===== src/core/pmcs_pkg.sv =====
// Functional notes
// - Level mode: pin high with supply above threshold turns on, sets flag.
// - Edge mode: falling pin with supply above threshold turns on, sets flag.
// - A turn-on event moves the device from off or sleep into on.
// - Regulators enabled in sleep stay enabled when going back to on.
// - Edge mode raises the power-on flag on both edges, each debounced.
// - Debounce select picks turn-on and falling debounce times; rising always uses the short time.
// - Power-on flag holds until software clears it or the device goes off.
// - Power-on sense bit follows the request pin directly, undebounced.
// - Standby follows the standby input, polarity set by the invert bit.
// - Default mode releases host reset 2 ms after last slot, asserts on off.
// - Fault mode releases host reset after start-up only if fault-free.
// - Fault mode: 1.8 ms fault asserts host reset, over 100 ms turns off.
// - Power-good mode fuse bit set to 1 selects fault-supervised reset.
// - Unmasked fault asserts interrupt output; writing 1 clears the flag.
// - Card rail select high picks low range, low picks high range.
// - Without I/O supply the card rail select reads high.
// - Power-up copies fuses into shadow registers, skipped in trial mode.
// - Shadow voltage and slot codes copied to live at power-up; later shadow writes to them do not reach live.
// - Slot code n enables a regulator n slot delays after turn-on; zero off.
// - Zero-code regulators are enabled only by host write after start-up.
// - Slot delay select gives 500 us at 0 and 2000 us at 1.
// - The sequence ends at the highest slot any regulator uses.
package pmcs_pkg;

  localparam int CLK_MHZ = 50;
  localparam int TICK_US = 50;
  localparam int TICK_CYCLES_DEF = TICK_US * CLK_MHZ;
  localparam int CNT_W = 17;
  localparam int TMR_W = 6;
  localparam int ADDR_W = 12;
  localparam int REG_COUNT = 8;
  localparam int CODE_W = 4;
  localparam int CFG_W = 6;

  // Times in microseconds
  localparam int DBNC_ZERO_US = 0;
  localparam int DBNC_SHORT_US = 31250;
  localparam int DBNC_MID_US = 125000;
  localparam int DBNC_LONG_US = 750000;
  localparam int OFF_HOLD_US = 4000000;
  localparam int SLOT_FAST_US = 500;
  localparam int SLOT_SLOW_US = 2000;
  localparam int RST_DELAY_US = 2000;
  localparam int FAULT_RST_US = 1800;
  localparam int FAULT_OFF_US = 100000;

  // Times in slow ticks, least times rounded up
  localparam logic [CNT_W-1:0] TK_ZERO =
    CNT_W'((DBNC_ZERO_US + TICK_US - 1) / TICK_US);
  localparam logic [CNT_W-1:0] TK_SHORT =
    CNT_W'((DBNC_SHORT_US + TICK_US - 1) / TICK_US);
  localparam logic [CNT_W-1:0] TK_MID =
    CNT_W'((DBNC_MID_US + TICK_US - 1) / TICK_US);
  localparam logic [CNT_W-1:0] TK_LONG =
    CNT_W'((DBNC_LONG_US + TICK_US - 1) / TICK_US);
  localparam logic [CNT_W-1:0] TK_OFF_HOLD =
    CNT_W'((OFF_HOLD_US + TICK_US - 1) / TICK_US);
  localparam logic [CNT_W-1:0] TK_FAULT_RST =
    CNT_W'((FAULT_RST_US + TICK_US - 1) / TICK_US);
  localparam logic [CNT_W-1:0] TK_FAULT_OFF = CNT_W'(FAULT_OFF_US / TICK_US);
  localparam logic [TMR_W-1:0] TK_SLOT_FAST =
    TMR_W'((SLOT_FAST_US + TICK_US - 1) / TICK_US);
  localparam logic [TMR_W-1:0] TK_SLOT_SLOW =
    TMR_W'((SLOT_SLOW_US + TICK_US - 1) / TICK_US);
  localparam logic [TMR_W-1:0] TK_RST_DELAY =
    TMR_W'((RST_DELAY_US + TICK_US - 1) / TICK_US);

  // Register byte offsets
  localparam logic [ADDR_W-1:0] OFF_CONFIG = 12'h000;
  localparam logic [ADDR_W-1:0] OFF_SLOTS = 12'h004;
  localparam logic [ADDR_W-1:0] OFF_V1A_SHADOW = 12'h008;
  localparam logic [ADDR_W-1:0] OFF_V1A_LIVE = 12'h00c;
  localparam logic [ADDR_W-1:0] OFF_REG_EN = 12'h010;
  localparam logic [ADDR_W-1:0] OFF_STATUS = 12'h014;
  localparam logic [ADDR_W-1:0] OFF_CTRL = 12'h018;

  // Status fields
  localparam int ST_ON_IRQ = 0;
  localparam int ST_FAULT_IRQ = 1;
  localparam int ST_SENSE = 2;
  localparam int ST_STBY = 3;
  localparam int ST_CARD_LOW = 4;
  localparam int ST_HOST_RST = 5;
  localparam int ST_STATE = 8;

  // Control fields
  localparam int CT_FAULT_MASK = 0;
  localparam int CT_TRIAL = 1;
  localparam int CT_SLEEP_OFF = 2;
  localparam int CT_KEEP = 8;
  localparam logic [15:0] CTRL_RST = 16'h0000;
  localparam logic [15:0] CTRL_WMASK = 16'hff07;

  // Regulators with 4-bit slot codes; the rest use 3 bits
  localparam logic [REG_COUNT-1:0] LDO_MASK = 8'hc0;
  localparam logic [7:0] VOLT_LIVE_RST = 8'h00;

  typedef struct packed {
    logic [7:0] buck1a_volt;
    logic [31:0] slot_codes;
    logic pg_mode;
    logic slot_delay;
    logic stby_inv;
    logic [1:0] dbnc;
    logic edge_sel;
  } pmcs_fuse_s;

  localparam pmcs_fuse_s FUSE_RST = '0;

  typedef enum logic [2:0] {
    PS_OFF, PS_LOAD, PS_SEQ, PS_RSTWAIT, PS_ON, PS_SLEEP
  } pmcs_state_e;

endpackage : pmcs_pkg


===== src/core/pmcs_top.sv =====
`timescale 1ns/1ps
`default_nettype none
module pmcs_top
  import pmcs_pkg::*;
#(
  parameter int TICK_CYCLES = TICK_CYCLES_DEF,
  parameter int NUM_REG = REG_COUNT
)
(
  // Clock and reset
  input wire logic CLK_SYS,
  input wire logic RST_N,
  // APB slave
  input wire logic PSEL,
  input wire logic PENABLE,
  input wire logic PWRITE,
  input wire logic [ADDR_W-1:0] PADDR,
  input wire logic [31:0] PWDATA,
  output logic [31:0] PRDATA,
  output logic PREADY,
  output logic PSLVERR,
  // Control pins
  input wire logic POWER_ON_REQUEST,
  input wire logic MAIN_SUPPLY_OK,
  input wire logic STANDBY,
  input wire logic CARD_RAIL_SELECT,
  input wire logic IO_SUPPLY_OK,
  input wire logic FAULT,
  input wire pmcs_fuse_s FUSE,
  // Open-drain outputs
  output logic HOST_RESET_OUT_O,
  output logic HOST_RESET_OUT_OE,
  output logic IRQ_OUT_N_O,
  output logic IRQ_OUT_N_OE,
  // Regulator control
  output logic [NUM_REG-1:0] REG_ENABLE,
  output logic [7:0] BUCK1A_VOLTAGE,
  output logic CARD_RANGE_LOW,
  output logic STANDBY_ACTIVE
);

  localparam int TDIV_W = $clog2(TICK_CYCLES + 1);

  if (TICK_CYCLES < 1 || NUM_REG < 1 || NUM_REG > REG_COUNT)
  begin : g_bad_param
    $error("pmcs_top: unsupported parameter values");
  end

  pmcs_state_e state;
  pmcs_state_e next_state;
  pmcs_fuse_s shadow;
  pmcs_fuse_s load_src;
  logic [TDIV_W-1:0] tick_cnt;
  logic tick;
  logic cold;
  logic pin_q;
  logic pin_chg;
  logic [CNT_W-1:0] stab_cnt;
  logic [CNT_W-1:0] fault_cnt;
  logic [CNT_W-1:0] thr_on;
  logic [CNT_W-1:0] thr_fall;
  logic on_done;
  logic irq_done;
  logic on_irq;
  logic fault_irq;
  logic fault_q;
  logic fault_seen;
  logic host_rst;
  logic [15:0] ctrl;
  logic [31:0] seq_codes;
  logic [7:0] volt_live;
  logic [NUM_REG-1:0] reg_en;
  logic [NUM_REG-1:0] slot_hit;
  logic [NUM_REG-1:0] zero_mask;
  logic [CODE_W-1:0] code [NUM_REG];
  logic [CODE_W-1:0] max_slot;
  logic [CODE_W-1:0] slot_idx;
  logic [CODE_W-1:0] next_slot;
  logic [TMR_W-1:0] tmr;
  logic [TMR_W-1:0] slot_len;
  logic stby;
  logic card_low;
  logic [31:0] rd_mux;
  logic [31:0] prdata;

  // Bus decode
  logic setup;
  logic access;
  logic wr;
  logic sel_cfg;
  logic sel_slots;
  logic sel_v1a_sh;
  logic sel_v1a_live;
  logic sel_reg_en;
  logic sel_status;
  logic sel_ctrl;
  logic addr_hit;
  assign setup = PSEL && !PENABLE;
  assign access = PSEL && PENABLE;
  assign wr = access && PWRITE;
  assign sel_cfg = PADDR == OFF_CONFIG;
  assign sel_slots = PADDR == OFF_SLOTS;
  assign sel_v1a_sh = PADDR == OFF_V1A_SHADOW;
  assign sel_v1a_live = PADDR == OFF_V1A_LIVE;
  assign sel_reg_en = PADDR == OFF_REG_EN;
  assign sel_status = PADDR == OFF_STATUS;
  assign sel_ctrl = PADDR == OFF_CTRL;
  assign addr_hit = sel_cfg || sel_slots || sel_v1a_sh || sel_v1a_live ||
                    sel_reg_en || sel_status || sel_ctrl;

  // Event decode
  logic trial;
  logic pg_mode;
  logic idle;
  logic active;
  logic on_level;
  logic turn_on_evt;
  logic fall_evt;
  logic rise_evt;
  logic on_set;
  logic off_evt;
  logic fault_off;
  logic fault_rst;
  logic seq_end;
  logic slot_step;
  logic rst_wait_done;
  logic turn_off;
  assign trial = ctrl[CT_TRIAL];
  assign pg_mode = shadow.pg_mode;
  assign load_src = trial ? shadow : FUSE;
  assign idle = state == PS_OFF || state == PS_SLEEP;
  assign active = state == PS_SEQ || state == PS_RSTWAIT || state == PS_ON;
  assign pin_chg = POWER_ON_REQUEST != pin_q;
  assign on_level = shadow.edge_sel ? !pin_q : pin_q;
  assign turn_on_evt = idle && MAIN_SUPPLY_OK && on_level && !on_done &&
                       stab_cnt >= thr_on;
  assign fall_evt = shadow.edge_sel && !pin_q && !irq_done &&
                    stab_cnt >= thr_fall;
  assign rise_evt = shadow.edge_sel && pin_q && !irq_done &&
                    stab_cnt >= TK_SHORT;
  assign on_set = turn_on_evt || fall_evt || rise_evt;
  assign off_evt = active && !pin_q &&
                   (!shadow.edge_sel || stab_cnt >= TK_OFF_HOLD);
  assign fault_rst = pg_mode && active && fault_cnt >= TK_FAULT_RST;
  assign fault_off = pg_mode && active && fault_cnt > TK_FAULT_OFF;
  assign slot_len = shadow.slot_delay ? TK_SLOT_SLOW : TK_SLOT_FAST;
  assign next_slot = slot_idx + 4'h1;
  assign seq_end = state == PS_SEQ && slot_idx == max_slot;
  assign slot_step = state == PS_SEQ && !seq_end && tick &&
                     tmr == slot_len - 6'h01;
  assign rst_wait_done = state == PS_RSTWAIT && tick &&
                         tmr == TK_RST_DELAY - 6'h01;
  assign turn_off = active &&
                    (next_state == PS_OFF || next_state == PS_SLEEP);

  // Debounce times per select code
  always_comb
  begin
    thr_on = TK_SHORT;
    thr_fall = TK_SHORT;
    case (shadow.dbnc)
      2'b00: thr_on = TK_ZERO;
      2'b01: thr_on = TK_SHORT;
      2'b10:
      begin
        thr_on = TK_MID;
        thr_fall = TK_MID;
      end
      default:
      begin
        thr_on = TK_LONG;
        thr_fall = TK_LONG;
      end
    endcase
  end

  // Per-regulator slot codes
  for (genvar i = 0; i < NUM_REG; i++)
  begin : g_reg
    assign code[i] = LDO_MASK[i] ? seq_codes[i*CODE_W +: CODE_W] :
                     {1'b0, seq_codes[i*CODE_W +: CODE_W-1]};
    assign slot_hit[i] = code[i] == next_slot;
    assign zero_mask[i] = code[i] == '0;
  end

  always_comb
  begin
    max_slot = '0;
    for (int i = 0; i < NUM_REG; i++)
    begin
      if (code[i] > max_slot)
      begin
        max_slot = code[i];
      end
    end
  end

  always_comb
  begin
    next_state = state;
    case (state)
      PS_OFF:
        if (turn_on_evt)
          next_state = PS_LOAD;
      PS_SLEEP:
        if (turn_on_evt)
          next_state = PS_SEQ;
      PS_LOAD:
        next_state = PS_SEQ;
      PS_SEQ:
        if (seq_end)
          next_state = pg_mode ? PS_ON : PS_RSTWAIT;
      PS_RSTWAIT:
        if (rst_wait_done)
          next_state = PS_ON;
      PS_ON:
        next_state = PS_ON;
      default:
        next_state = PS_OFF;
    endcase
    if (fault_off)
      next_state = PS_OFF;
    else if (off_evt)
      next_state = ctrl[CT_SLEEP_OFF] ? PS_SLEEP : PS_OFF;
  end

  always_comb
  begin
    rd_mux = '0;
    if (sel_cfg)
      rd_mux[CFG_W-1:0] = shadow[CFG_W-1:0];
    else if (sel_slots)
      rd_mux = shadow.slot_codes;
    else if (sel_v1a_sh)
      rd_mux[7:0] = shadow.buck1a_volt;
    else if (sel_v1a_live)
      rd_mux[7:0] = volt_live;
    else if (sel_reg_en)
      rd_mux[NUM_REG-1:0] = reg_en;
    else if (sel_ctrl)
      rd_mux[15:0] = ctrl;
    else if (sel_status)
    begin
      rd_mux[ST_ON_IRQ] = on_irq;
      rd_mux[ST_FAULT_IRQ] = fault_irq;
      rd_mux[ST_SENSE] = POWER_ON_REQUEST;
      rd_mux[ST_STBY] = stby;
      rd_mux[ST_CARD_LOW] = card_low;
      rd_mux[ST_HOST_RST] = host_rst;
      rd_mux[ST_STATE +: 3] = state;
    end
  end

  always_ff @(posedge CLK_SYS or negedge RST_N)
  begin
    if (!RST_N)
    begin
      tick_cnt <= '0;
      cold <= 1'b1;
      pin_q <= 1'b0;
      fault_q <= 1'b0;
      state <= PS_OFF;
      prdata <= '0;
    end
    else
    begin
      tick_cnt <= tick ? '0 : tick_cnt + 1'b1;
      cold <= 1'b0;
      pin_q <= POWER_ON_REQUEST;
      fault_q <= FAULT;
      state <= next_state;
      prdata <= setup ? rd_mux : prdata;
    end
  end
  assign tick = tick_cnt == TDIV_W'(TICK_CYCLES - 1);

  // Stability and fault persistence counters
  always_ff @(posedge CLK_SYS or negedge RST_N)
  begin
    if (!RST_N)
    begin
      stab_cnt <= '0;
      fault_cnt <= '0;
    end
    else
    begin
      if (pin_chg)
        stab_cnt <= '0;
      else if (tick && stab_cnt != '1)
        stab_cnt <= stab_cnt + 1'b1;
      if (!FAULT)
        fault_cnt <= '0;
      else if (tick && fault_cnt != '1)
        fault_cnt <= fault_cnt + 1'b1;
    end
  end

  // One-shot guards for each stable pin run
  always_ff @(posedge CLK_SYS or negedge RST_N)
  begin
    if (!RST_N)
    begin
      on_done <= 1'b1;
      irq_done <= 1'b1;
    end
    else
    begin
      if (pin_chg)
        on_done <= 1'b0;
      else if (cold)
        on_done <= FUSE.edge_sel;
      else if (turn_on_evt)
        on_done <= 1'b1;
      if (pin_chg)
        irq_done <= 1'b0;
      else if (fall_evt || rise_evt)
        irq_done <= 1'b1;
    end
  end

  // Flags: a new event beats a clear in the same cycle
  always_ff @(posedge CLK_SYS or negedge RST_N)
  begin
    if (!RST_N)
    begin
      on_irq <= 1'b0;
      fault_irq <= 1'b0;
      fault_seen <= 1'b0;
    end
    else
    begin
      if (on_set)
        on_irq <= 1'b1;
      else if ((wr && sel_status && PWDATA[ST_ON_IRQ]) ||
               (next_state == PS_OFF && state != PS_OFF))
        on_irq <= 1'b0;
      if (FAULT && !fault_q)
        fault_irq <= 1'b1;
      else if (wr && sel_status && PWDATA[ST_FAULT_IRQ])
        fault_irq <= 1'b0;
      if (state == PS_LOAD || (state == PS_SLEEP && next_state == PS_SEQ))
        fault_seen <= 1'b0;
      else if (state == PS_SEQ && FAULT)
        fault_seen <= 1'b1;
    end
  end

  // Host reset, asserted while high
  always_ff @(posedge CLK_SYS or negedge RST_N)
  begin
    if (!RST_N)
      host_rst <= 1'b1;
    else if (turn_off)
      host_rst <= 1'b1;
    else if (fault_rst)
      host_rst <= 1'b1;
    else if (rst_wait_done)
      host_rst <= 1'b0;
    else if (seq_end && pg_mode && !fault_seen && !FAULT)
      host_rst <= 1'b0;
  end

  // Sequencer timer and slot position
  always_ff @(posedge CLK_SYS or negedge RST_N)
  begin
    if (!RST_N)
    begin
      tmr <= '0;
      slot_idx <= '0;
    end
    else if (next_state != state)
    begin
      tmr <= '0;
      slot_idx <= '0;
    end
    else if (slot_step)
    begin
      tmr <= '0;
      slot_idx <= next_slot;
    end
    else if (tick)
      tmr <= tmr + 1'b1;
  end

  // Shadow configuration
  always_ff @(posedge CLK_SYS or negedge RST_N)
  begin
    if (!RST_N)
      shadow <= FUSE_RST;
    else if (cold || state == PS_LOAD)
      shadow <= load_src;
    else if (wr && sel_cfg)
      shadow[CFG_W-1:0] <= PWDATA[CFG_W-1:0];
    else if (wr && sel_slots)
      shadow.slot_codes <= PWDATA;
    else if (wr && sel_v1a_sh)
      shadow.buck1a_volt <= PWDATA[7:0];
  end

  // Live regulator state
  always_ff @(posedge CLK_SYS or negedge RST_N)
  begin
    if (!RST_N)
    begin
      seq_codes <= '0;
      volt_live <= VOLT_LIVE_RST;
      reg_en <= '0;
      ctrl <= CTRL_RST;
    end
    else
    begin
      if (state == PS_LOAD)
      begin
        seq_codes <= load_src.slot_codes;
        volt_live <= load_src.buck1a_volt;
      end
      else if (wr && sel_v1a_live)
        volt_live <= PWDATA[7:0];
      if (next_state == PS_OFF)
        reg_en <= '0;
      else if (next_state == PS_SLEEP && state != PS_SLEEP)
        reg_en <= reg_en & ctrl[CT_KEEP +: NUM_REG];
      else if (slot_step)
        reg_en <= reg_en | slot_hit;
      else if (wr && sel_reg_en && state == PS_ON)
        reg_en <= PWDATA[NUM_REG-1:0];
      if (wr && sel_ctrl)
        ctrl <= PWDATA[15:0] & CTRL_WMASK;
    end
  end

  // Standby and card rail range
  always_ff @(posedge CLK_SYS or negedge RST_N)
  begin
    if (!RST_N)
    begin
      stby <= 1'b0;
      card_low <= 1'b1;
    end
    else
    begin
      stby <= STANDBY ^ shadow.stby_inv;
      card_low <= IO_SUPPLY_OK ? CARD_RAIL_SELECT : 1'b1;
    end
  end

  assign PREADY = 1'b1;
  assign PSLVERR = access && !addr_hit;
  assign PRDATA = prdata;
  assign HOST_RESET_OUT_O = 1'b0;
  assign HOST_RESET_OUT_OE = host_rst;
  assign IRQ_OUT_N_O = 1'b0;
  assign IRQ_OUT_N_OE = fault_irq && !ctrl[CT_FAULT_MASK];
  assign REG_ENABLE = reg_en;
  assign BUCK1A_VOLTAGE = volt_live;
  assign CARD_RANGE_LOW = card_low;
  assign STANDBY_ACTIVE = stby;
endmodule : pmcs_top
`default_nettype wire


===== config.mk =====
export PLATFORM = sky130hd
export DESIGN_NAME = pmcs_top
export DESIGN_NICKNAME = d
export VERILOG_FILES = /design/src/core/pmcs_pkg.sv /design/src/core/pmcs_top.sv
export SDC_FILE = /design/constraint.sdc
export NUM_CORES = 1
export LEC_CHECK = 0
export BUFFER_PORTS_ARGS = -buffer_cell sky130_fd_sc_hd__buf_2
export CAP_MARGIN = 20
export CORE_MARGIN = 1.5
export CORE_UTILIZATION = 35
export DETAILED_ROUTE_END_ITERATION = 16
export SLEW_MARGIN = 15
export SYNTH_ARGS = -nofsm -noshare
export SYNTH_HDL_FRONTEND = slang
export SYNTH_SLANG_ARGS = --single-unit

===== constraint.sdc =====
create_clock -name CLK_SYS -period 13.5 [get_ports CLK_SYS]
set_input_delay 1.35 -clock CLK_SYS [delete_from_list [all_inputs] [get_ports CLK_SYS]]
set_output_delay 1.35 -clock CLK_SYS [all_outputs]
set_load 0.02 [all_outputs]

---- Yosys cells after proc, flatten, opt, wreduce, memory -nomap -nowiden ----
Cells that the tools add are included.
word-level totals
  flip-flop bits (word level) ............. 207
  bits of input ports ..................... 101
  output and inout port bits .............. 56
  word-level logic and storage cells ...... 261
cells by class
  add/sub/neg operators ................... 6
  order comparisons ....................... 14
  equality and inequality tests ........... 36
  muxes and demuxes ....................... 75
  bitwise gates (word level) .............. 3
  reductions and logical operators ........ 98
operator list
  cell                   number
  $mux 8                 14
  $mux 46                2
  $mux 17                4
  $mux 6                 8
  $logic_and 1x1->1      47
  $pmux 14 s3            1
  $mux 40                1
  $mux 3                 13
  $eq 12x5->1 const B    3
  $add 17x1->17 const B  2
  $ge 17x17->1           2
  $ne 17x17->1 const B   2
  $mux 16                2
  $mux 32                1
  $mux 4                 7
  $pmux 14 s2            1
  $mux 26                1
  $eq 12x4->1 const B    2
  $eq 3x4->1             6
  $gt 3x4->1             5
  $reduce_bool 2->1      10
  $pmux 3 s6             1
  $ge 17x10->1 const B   1
  $ge 17x17->1 const B   1
  39 further kinds       95

---- Logic depth before layout (Yosys ltp) ----
Gate-level depths: netlist of the first run.
  depth after elaboration ................. 27
  gate-level depth with buffers ........... 48

---- Worst setup path after synthesis of the first run ----
Ideal clock, no wire load.
  path kind ............................... reg2reg
  from .................................... register seq_codes[1]
  to ...................................... register tmr[2]
  setup time .............................. 0.081 ns
  arrival ................................. 9.593 ns
  data required time ...................... 13.419 ns
  path slack .............................. 3.826 ns
  stages on the path, launching flop included .. 45
  path buffers ............................ 1
  path through ............................ dfrtp_1 -> inv_1 -> ha_1 -> nor2b_1 -> o311a_1 -> mux2i_1 -> inv_1 -> ha_1 -> nand2_1 -> mux2_2 -> and3b_1 -> a21o_1 -> ha_1 -> nand2_1 -> mux2_2 -> and3b_1 -> a221oi_2 -> inv_1 -> (+9 left out) -> o22ai_1 -> mux2_2 -> ha_1 -> a31oi_1 -> a21oi_1 -> mux2_2 -> ha_1 -> and3b_1 -> a2111oi_2 -> nor2_1 -> a31oi_1 -> a32oi_1 -> a211oi_4 -> a32oi_1 -> xnor2_1 -> or4b_1 -> buf_4 -> nor3_2
between the ends
  word-level cells in the longest chain between the ends .. 24
  elaborated cells between the ends (all ways) .. 30
  classes of those cells .................. 8 x order compare; 2 x eq/ne; 14 x mux; 6 x reduce/logical
RTL lines
  item                                                                 RTL line                          source
  from (decl)                                                          pmcs_top.sv:70                    logic [31:0] seq_codes;
  from (signal assigned)                                               pmcs_top.sv:414                   seq_codes <= load_src.slot_codes;
  $gt 3x1->1                                                           pmcs_top.sv:191                   if (code[i] > max_slot)
  $mux 3 *                                                             pmcs_top.sv:191
  $gt 3x4->1                                                           pmcs_top.sv:191
  $mux 3 *                                                             pmcs_top.sv:191
  $gt 3x4->1                                                           pmcs_top.sv:191
  $mux 3 *                                                             pmcs_top.sv:191
  $gt 3x4->1                                                           pmcs_top.sv:191
  $mux 4 *                                                             pmcs_top.sv:191
  (+8 left out)                                                        --
  $eq 4x4->1 *                                                         pmcs_top.sv:148                   assign seq_end = state == PS_SEQ && slot_idx == max_slot;
  $logic_and 1x1->1 *                                                  pmcs_top.sv:148
  $mux 3 / $logic_not 1->1 (equally long branches)                     pmcs_top.sv:211, pmcs_top.sv:149
  $pmux 3 s6 / $logic_and 1x1->1 (equally long branches)               pmcs_top.sv:201, pmcs_top.sv:149
  $mux 3 / $logic_and 1x1->1 (equally long branches)                   pmcs_top.sv:223, pmcs_top.sv:149
  $mux 3 / $logic_and 1x1->1 (equally long branches)                   pmcs_top.sv:221, pmcs_top.sv:149
  $ne 3x3->1 / $mux 6 (equally long branches)                          pmcs_top.sv:371, pmcs_top.sv:376
  $reduce_bool 3->1 (no source line) / $mux 6 (equally long branches)  --
  to (signal assigned)                                                 pmcs_top.sv:382                   tmr <= tmr + 1'b1;
  to (decl)                                                            pmcs_top.sv:79                    logic [TMR_W-1:0] tmr;
Every way passes the cells marked *; elsewhere a longest branch is shown, timed or not.
A chain may end at the register's enable or synchronous reset.

---- Worst setup path after layout of the first run ----
  from .................................... register seq_codes[1]
  to ...................................... register tmr[5]
Same word-level chain as after synthesis.

==> out/metrics.cfg, run 1 <==
[run_status]
outcome = completed

[floorplanning]
die_h_microns = 186
start_util = 0.353
coreArea_sq_mm = 0.0334
ios = 157
dieWidth_microns = 186
row_count = 67
die_area_sq_mm = 0.0348

[clocking]
numCtsBuffers = 24
hold_buffers = 0
clk_latency_ns = 0.52
cts.sinks = 201
ctsResizeCount = 0
root_buffer = clkbuf_16
cts_tree = done
clockBufferDepth = 3
path_clk_slew_ns = 0.06
postCtsSetupBuffers = 0
htreeDepth = 1

[min_path]
holdCritPathClass = flop to flop
hold_depth = 1
hp-start = fault_q

[placed_design]
place_ws_ns = 2.74
io_buffer_count = 153
gp_congestion = 0.929
placed_area_sq_mm = 0.0130
dpl.hpwl_microns = 25400

[run]
drv_cap = 0

[global_route]
grt_pass1_wl_microns = 56000
grt_max_degree = 80
grt_pass1_vias = 9923
met2_usage = 0.332
globalRoute.totalOverflow = 0
grt_use_met1 = 0.278
busiest_layer = met2
antenna_found_initial = 2
use_met3 = 0.0246
track_usage = 0.199

[sta]
maxSlewHeadroom = 0.263
finalHoldViolCount = 0
layout_setup_ws_ns = 2.64
setup_tns_ns = 0
finalMaxSlewViolations = 0
rsz0062_at_grt = false
worst_pin_slew_ns = 1.10
skew_ns = 0.0139
setup_violations = 0
min_period_ns = 10.86
finalHoldWorstSlack_ns = 0.441
fin_crit_sh = 0.804
max_freq_mhz = 92.1

[synthesis]
synthesis.area_sq_mm = 0.0118
ys_seq_area_frac = 0.427
synth_ff_type = dfrtp_1
yosysWarningCount = 0
synthArstFlopShare = 1.00
synthCells = 1289
synth-seq-cells = 201
synth-edff-count = 0
syn_area_per_cell_sq_um = 9.14
synth.distinct_cells = 73

[route]
drt_iter0_markers = 670
viasPerCell = 5.30
drt_first_pass_iters = 7
final_antenna_net_count = 0
drc = 0
wl_per_cell_microns = 18.4
vias = 9988
routed_wl_microns = 34600

[final_layout]
nNetsFinal = 1576
design_area_sq_mm = 0.0138
drive_above_1_share = 0.189
finish.utilization = 0.415
syn2layout_area_growth_pct = 17.5
fill_cells = 3381

[worst_setup_path]
r2r-end = tmr[5]
cp.required_ns = 13.92
worstRegToRegCells = 43
path_max_fanout = 10
r2r-start = seq_codes[1]
cp.depth = 43
rrSetupSlack_ns = 2.64
critPathCapture = tmr[5]
crit_path_top_delay_cell = or4b_1
worstSetupPathType = flop to flop
critPathBufInv = 4
setup.worst_path.start_class = flop
timing.critical_path.mode_cell = ha_1
crit_arrival_ns = 11.28
setup.worst_path.start = seq_codes[1]
critPathTopFamily = compound AO/OA/AOI/OAI gates
cp-end-kind = flop
max_stage_delay_ns = 0.75

[power_and_ir_drop]
ir_worst_vdd_uv = 113
power.density_mw_per_mm2 = 178
p_leak_nw = 6.27

## cell type report
| cell class | instances | area [sq um] | share of cell area |
|---|---|---|---|
| tap | 448 | 561 | 0.0405 |
| antenna | 2 | 5.00 | 0.000361 |
| clock buffer | 41 | 796 | 0.0575 |
| sequential | 201 | 5040 | 0.364 |
| timing repair buffer | 166 | 892 | 0.0644 |
| multi-input combinational | 969 | 6280 | 0.454 |
| clock inverter | 3 | 68.8 | 0.00497 |
| inverter | 54 | 203 | 0.0146 |
## worst register-to-register path, delay by kind of cell, from the launching register on
kind / cells / cell delay [ns]
muxes: 6 / 2.08
AOI/OAI and AO/OA: 14 / 3.69
buffers and inverters: 4 / 0.30
and+or+nand+nor: 11 / 2.15
xor gates and xnor gates: 1 / 0.18
adders and majority gates: 7 / 1.97
DFF: 1 / 0.40
## synth_stat cells (4+ instances only)
master | instances | share of area
nand2_1 | 152 | 0.048
mux2_2 | 25 | 0.024
a22oi_1 | 24 | 0.015
and3_1 | 20 | 0.011
a211oi_1 | 4 | 0.0025
nand3_1 | 31 | 0.013
mux2i_1 | 43 | 0.037
or3_1 | 8 | 0.0042
nor3_1 | 11 | 0.0047
nor2_1 | 166 | 0.053
buf_1 | 12 | 0.0038
ha_1 | 59 | 0.063
a21o_1 | 4 | 0.0025
nor2b_1 | 13 | 0.0069
o21ai_0 | 70 | 0.030
and2_1 | 5 | 0.0027
clkbuf_1 | 48 | 0.015
o221a_2 | 8 | 0.0076
or2_2 | 5 | 0.0027
xnor2_1 | 35 | 0.026
dfstp_2 | 5 | 0.011
nor4_1 | 8 | 0.0042
o22ai_1 | 32 | 0.017
nand4_1 | 22 | 0.012
nand2b_1 | 14 | 0.0074
xor2_1 | 45 | 0.033
dfrtp_1 | 196 | 0.42
buf_4 | 5 | 0.0032
a31oi_1 | 14 | 0.0074
a41oi_1 | 6 | 0.0045
a21oi_1 | 65 | 0.028
inv_1 | 53 | 0.017
a221oi_1 | 11 | 0.0082
## cells by family (layout without fill, tap and decap cells)
group | count (synthesis) | count (layout) | share of synthesized area
DFF | 201 | 201 | 0.427
buffers and inverters | 121 | 264 | 0.0404
xor gates and xnor gates | 80 | 80 | 0.0595
AOI/OAI and AO/OA | 275 | 275 | 0.154
and+or+nand+nor | 480 | 480 | 0.189
muxes | 71 | 71 | 0.0662
other | 2 | 6 | 0.000637
adders and majority gates | 59 | 59 | 0.0627
## registers in the layout (all words and copies together), names as in the netlist, 3 cells and up, named ones only
| signal | flops |
|---|---|
| ctrl | 11 |
| slot_idx | 4 |
| fault_cnt | 17 |
| shadow | 39 |
| stab_cnt | 17 |
| state | 3 |
| PRDATA | 32 |
| tick_cnt | 12 |
| REG_ENABLE | 8 |
| tmr | 6 |
| BUCK1A_VOLTAGE | 8 |
| seq_codes | 26 |
## stage by stage
step | cells | total power [W]
after global routing | 1883 | 0.00264
after CTS | 1882 | 0.00248
after floorplan | 1291 | 0.00153
after detailed placement | 1838 | 0.00177
final | 1884 | 0.00247
after global placement | 1837 | 0.00173
## placed cells by master (no fill, tap or decap), drive strengths merged, types with 32 or more instances in the layout
cell type  Yosys  final
dfrtp        196    196
nor2         166    166
buf           19    165
nand2        152    152
o21ai         71     71
a21oi         67     67
ha            59     59
inv           53     53
xor2          45     45
mux2i         43     43
clkbuf        48     42
xnor2         35     35
o22ai         32     32
## worst min path at each step
stage	slack (ns)	to
after floorplan	0.40	fault_irq
after global placement	0.43	fault_irq
after detailed placement	0.44	fault_irq
after CTS	0.45	fault_irq
after global routing	0.48	fault_irq
final	0.44	fault_irq
## metal layers
metal	routed length, microns	share of wire	up-vias
li1	-	-	4798
met1	15800	0.46	4851
met2	16300	0.47	300
met3	2020	0.058	39
met4	523	0.015	0
met5	0	0	-
## power by group
part | internal (W) | switching [W]
clock | 0.000436 | 0.000257
sequential | 0.000685 | 0.000102
combinational | 0.000411 | 0.000578
total | 0.00153 | 0.000937
Note: power is estimated with default switching activity, not from simulation.
==> inputs of run 2 (changes only) <==
==> constraint.sdc (replaced) <==
create_clock -name CLK_SYS -period 9.5 [get_ports CLK_SYS]
set_input_delay 0.95 -clock CLK_SYS [delete_from_list [all_inputs] [get_ports CLK_SYS]]
set_output_delay 0.95 -clock CLK_SYS [all_outputs]
set_load 0.02 [all_outputs]
==> out/metrics.cfg, run 2 (synthesis gave the netlist of run 1 again) <==
[run_status]
outcome = completed

[worst_setup_path]
cp-end-kind = flop
worstRegToRegCells = 44  ; +2.3%
setup.worst_path.start_class = flop
worstSetupPathType = flop to flop
r2r-end = tmr[4]
path_max_fanout = 5  ; -5
max_stage_delay_ns = 0.58  ; -0.17 ns
r2r-start = seq_codes[5]
crit_arrival_ns = 9.71  ; -1.57 ns
timing.critical_path.mode_cell = ha_4
cp.required_ns = 9.95  ; -3.97 ns
crit_path_top_delay_cell = or4b_4
rrSetupSlack_ns = 0.23  ; -2.41 ns

[min_path]
hp-start = fault_q
holdCritPathClass = flop to flop
holdPathEnd = fault_irq
hold_depth = 1  ; unchanged

[sta]
max_freq_mhz = 108  ; +17%
min_period_ns = 9.27  ; -1.59 ns
fin_crit_sh = 0.976  ; +0.171
setup_violations = 0  ; unchanged
finalHoldViolCount = 0  ; unchanged
finalHoldWorstSlack_ns = 0.413  ; -0.0280 ns
finalMaxSlewViolations = 0  ; unchanged
worst_pin_slew_ns = 1.03  ; -0.0701 ns
maxSlewHeadroom = 0.313  ; +0.0492
skew_ns = 0.0106  ; -0.00333 ns

[clocking]
path_clk_slew_ns = 0.06  ; about the same
htreeDepth = 1  ; unchanged
cts.sinks = 201  ; unchanged
clockBufferDepth = 3  ; unchanged
root_buffer = clkbuf_16
cts_tree = done
clk_latency_ns = 0.52  ; about the same
numCtsBuffers = 23  ; -4.2%

[floorplanning]
die_h_microns = 186  ; unchanged
die_area_sq_mm = 0.0348  ; unchanged
coreArea_sq_mm = 0.0334  ; unchanged
row_count = 67  ; unchanged
ios = 157  ; unchanged
start_util = 0.353  ; unchanged
dieWidth_microns = 186  ; unchanged

[global_route]
track_usage = 0.199  ; about the same
globalRoute.totalOverflow = 0  ; unchanged
grt_max_degree = 124  ; +55%
grt_pass1_vias = 9984  ; +0.61%
grt_pass1_wl_microns = 56100  ; about the same
antenna_found_initial = 1  ; -1

[placed_design]
dpl.hpwl_microns = 25400  ; about the same
gp_congestion = 0.876  ; -5.7%
io_buffer_count = 153  ; unchanged
placed_cells = 1846  ; +0.44%

[final_layout]
drive_above_1_share = 0.228  ; +0.0392
syn2layout_area_growth_pct = 21.1
regMostFlops = shadow
final_cell_mix = dfrtp_1 (195), nor2_1 (162), buf_2 (152)
layout_commonest_cell = dfrtp_1
nNetsFinal = 1601  ; +1.6%
fin_cells = 1904  ; +1.1%
largest_reg_flops = 39  ; unchanged

[power_and_ir_drop]
ir_worst_vdd_uv = 197  ; +74%
p_leak_nw = 6.43  ; +2.5%
power.density_mw_per_mm2 = 283  ; +59%
pwr-share-comb = 0.489  ; +0.089
swShare = 0.383  ; +0.00375
clockPowerShare = 0.232  ; -0.049
power.switching_w = 0.00155  ; +65%
intPower_w = 0.00249  ; +63%
p_seq_frac = 0.278  ; -0.041

[route]
wl_per_cell_microns = 18.6  ; +1.5%
drt_first_pass_iters = 5  ; -2
final_antenna_net_count = 0  ; unchanged
drc = 0  ; unchanged
routed_wl_microns = 35500  ; +2.6%
viasPerCell = 5.40  ; +1.9%
drt_iter0_markers = 777  ; +16%
vias = 10300  ; +3.0%

[run]
drv_cap = 0  ; unchanged

## run 2: cell count changes in the layout (fill, tap and decap cells not counted), sizes merged
cell      delta
bufinv       +1
or4b         +1
clkinvlp     +1
diode        -1
clkbuf      -11
clkinv       +3
buf         +25
inv          +1
## run 2: worst max-delay path: cells and delay by family (launching register included)
family,cells,cell delay [ns]
flops,1,0.42
mux,6,1.78
compound gates,13,2.53
fa+ha+maj,7,1.74
xor+xnor,2,0.30
simple gates,11,1.87
buf+inv,5,0.55
## run 2: worst max path at each step
stage / startpoint / end / slack [ns] / cells after the start
floorplan: seq_codes[1] / tmr[2] / 0.06 / 44
global placement: seq_codes[1] / tmr[2] / -0.05 / 43
detailed placement: seq_codes[1] / tmr[3] / -0.35 / 43
CTS: seq_codes[1] / tmr[3] / 0.03 / 45
global route: seq_codes[5] / tmr[1] / -0.16 / 44
finish: seq_codes[5] / tmr[4] / 0.23 / 44
## run 2: area by class of cell
| cell class | count | area (sq um) |
|---|---|---|
| Clock buffer | 30 | 662 |
| Clock inverter | 9 | 126 |
| Fill cell | 3279 | 19100 |
| Multi-Input combinational cell | 970 | 6580 |
| Tap cell | 448 | 561 |
| Timing Repair Buffer | 191 | 1090 |
| Sequential cell | 201 | 5040 |
| Inverter | 54 | 205 |
| Antenna cell | 1 | 2.50 |
## run 2: metal layers
metal  GRT usage  vias to the layer above  part of all wire
met5           0                        -                 0
met4      0.0475                        0             0.017
met3      0.0282                       47             0.057
met2       0.319                      335              0.46
met1       0.283                     5059              0.47
li1            -                     4846                 -
## run 2: power groups by stage
| stage | registers [W] | clock network, W | logic (W) |
|---|---|---|---|
| after CTS | 0.00111 | 0.000962 | 0.00155 |
| after floorplan | 0.00109 | 0 | 0.00110 |
| after global placement | 0.00112 | 0 | 0.00143 |
| after global routing | 0.00114 | 0.000999 | 0.00217 |
| final | 0.00113 | 0.000940 | 0.00198 |
| after detailed placement | 0.00113 | 0 | 0.00148 |
## run 2: repair_timing
| action | 4_1_cts | 5_1_grt |
|---|---|---|
| cloned | 0 | 1 |
| hold buffers | 0 | 0 |
| buffers inserted | 4 | 12 |
| pin swaps | 3 | 26 |
| setup endpoints to repair | 18 | 19 |
| gates resized for setup | 4 | 52 |
## run 2: through the flow
stage          setup slack (ns)  setup TNS, ns  cell area (sq um)  utilization  total power, W
5_1_grt                  -0.157          -2.04              14300        0.428         0.00431
4_1_cts                  0.0337              0              13900        0.416         0.00363
6_report                  0.232              0              14300        0.428         0.00404
2_1_floorplan            0.0624              0              11800            -         0.00219
3_5_place_dp             -0.349          -4.37              13000        0.390         0.00261
3_3_place_gp            -0.0483         -0.163              13000        0.390         0.00255
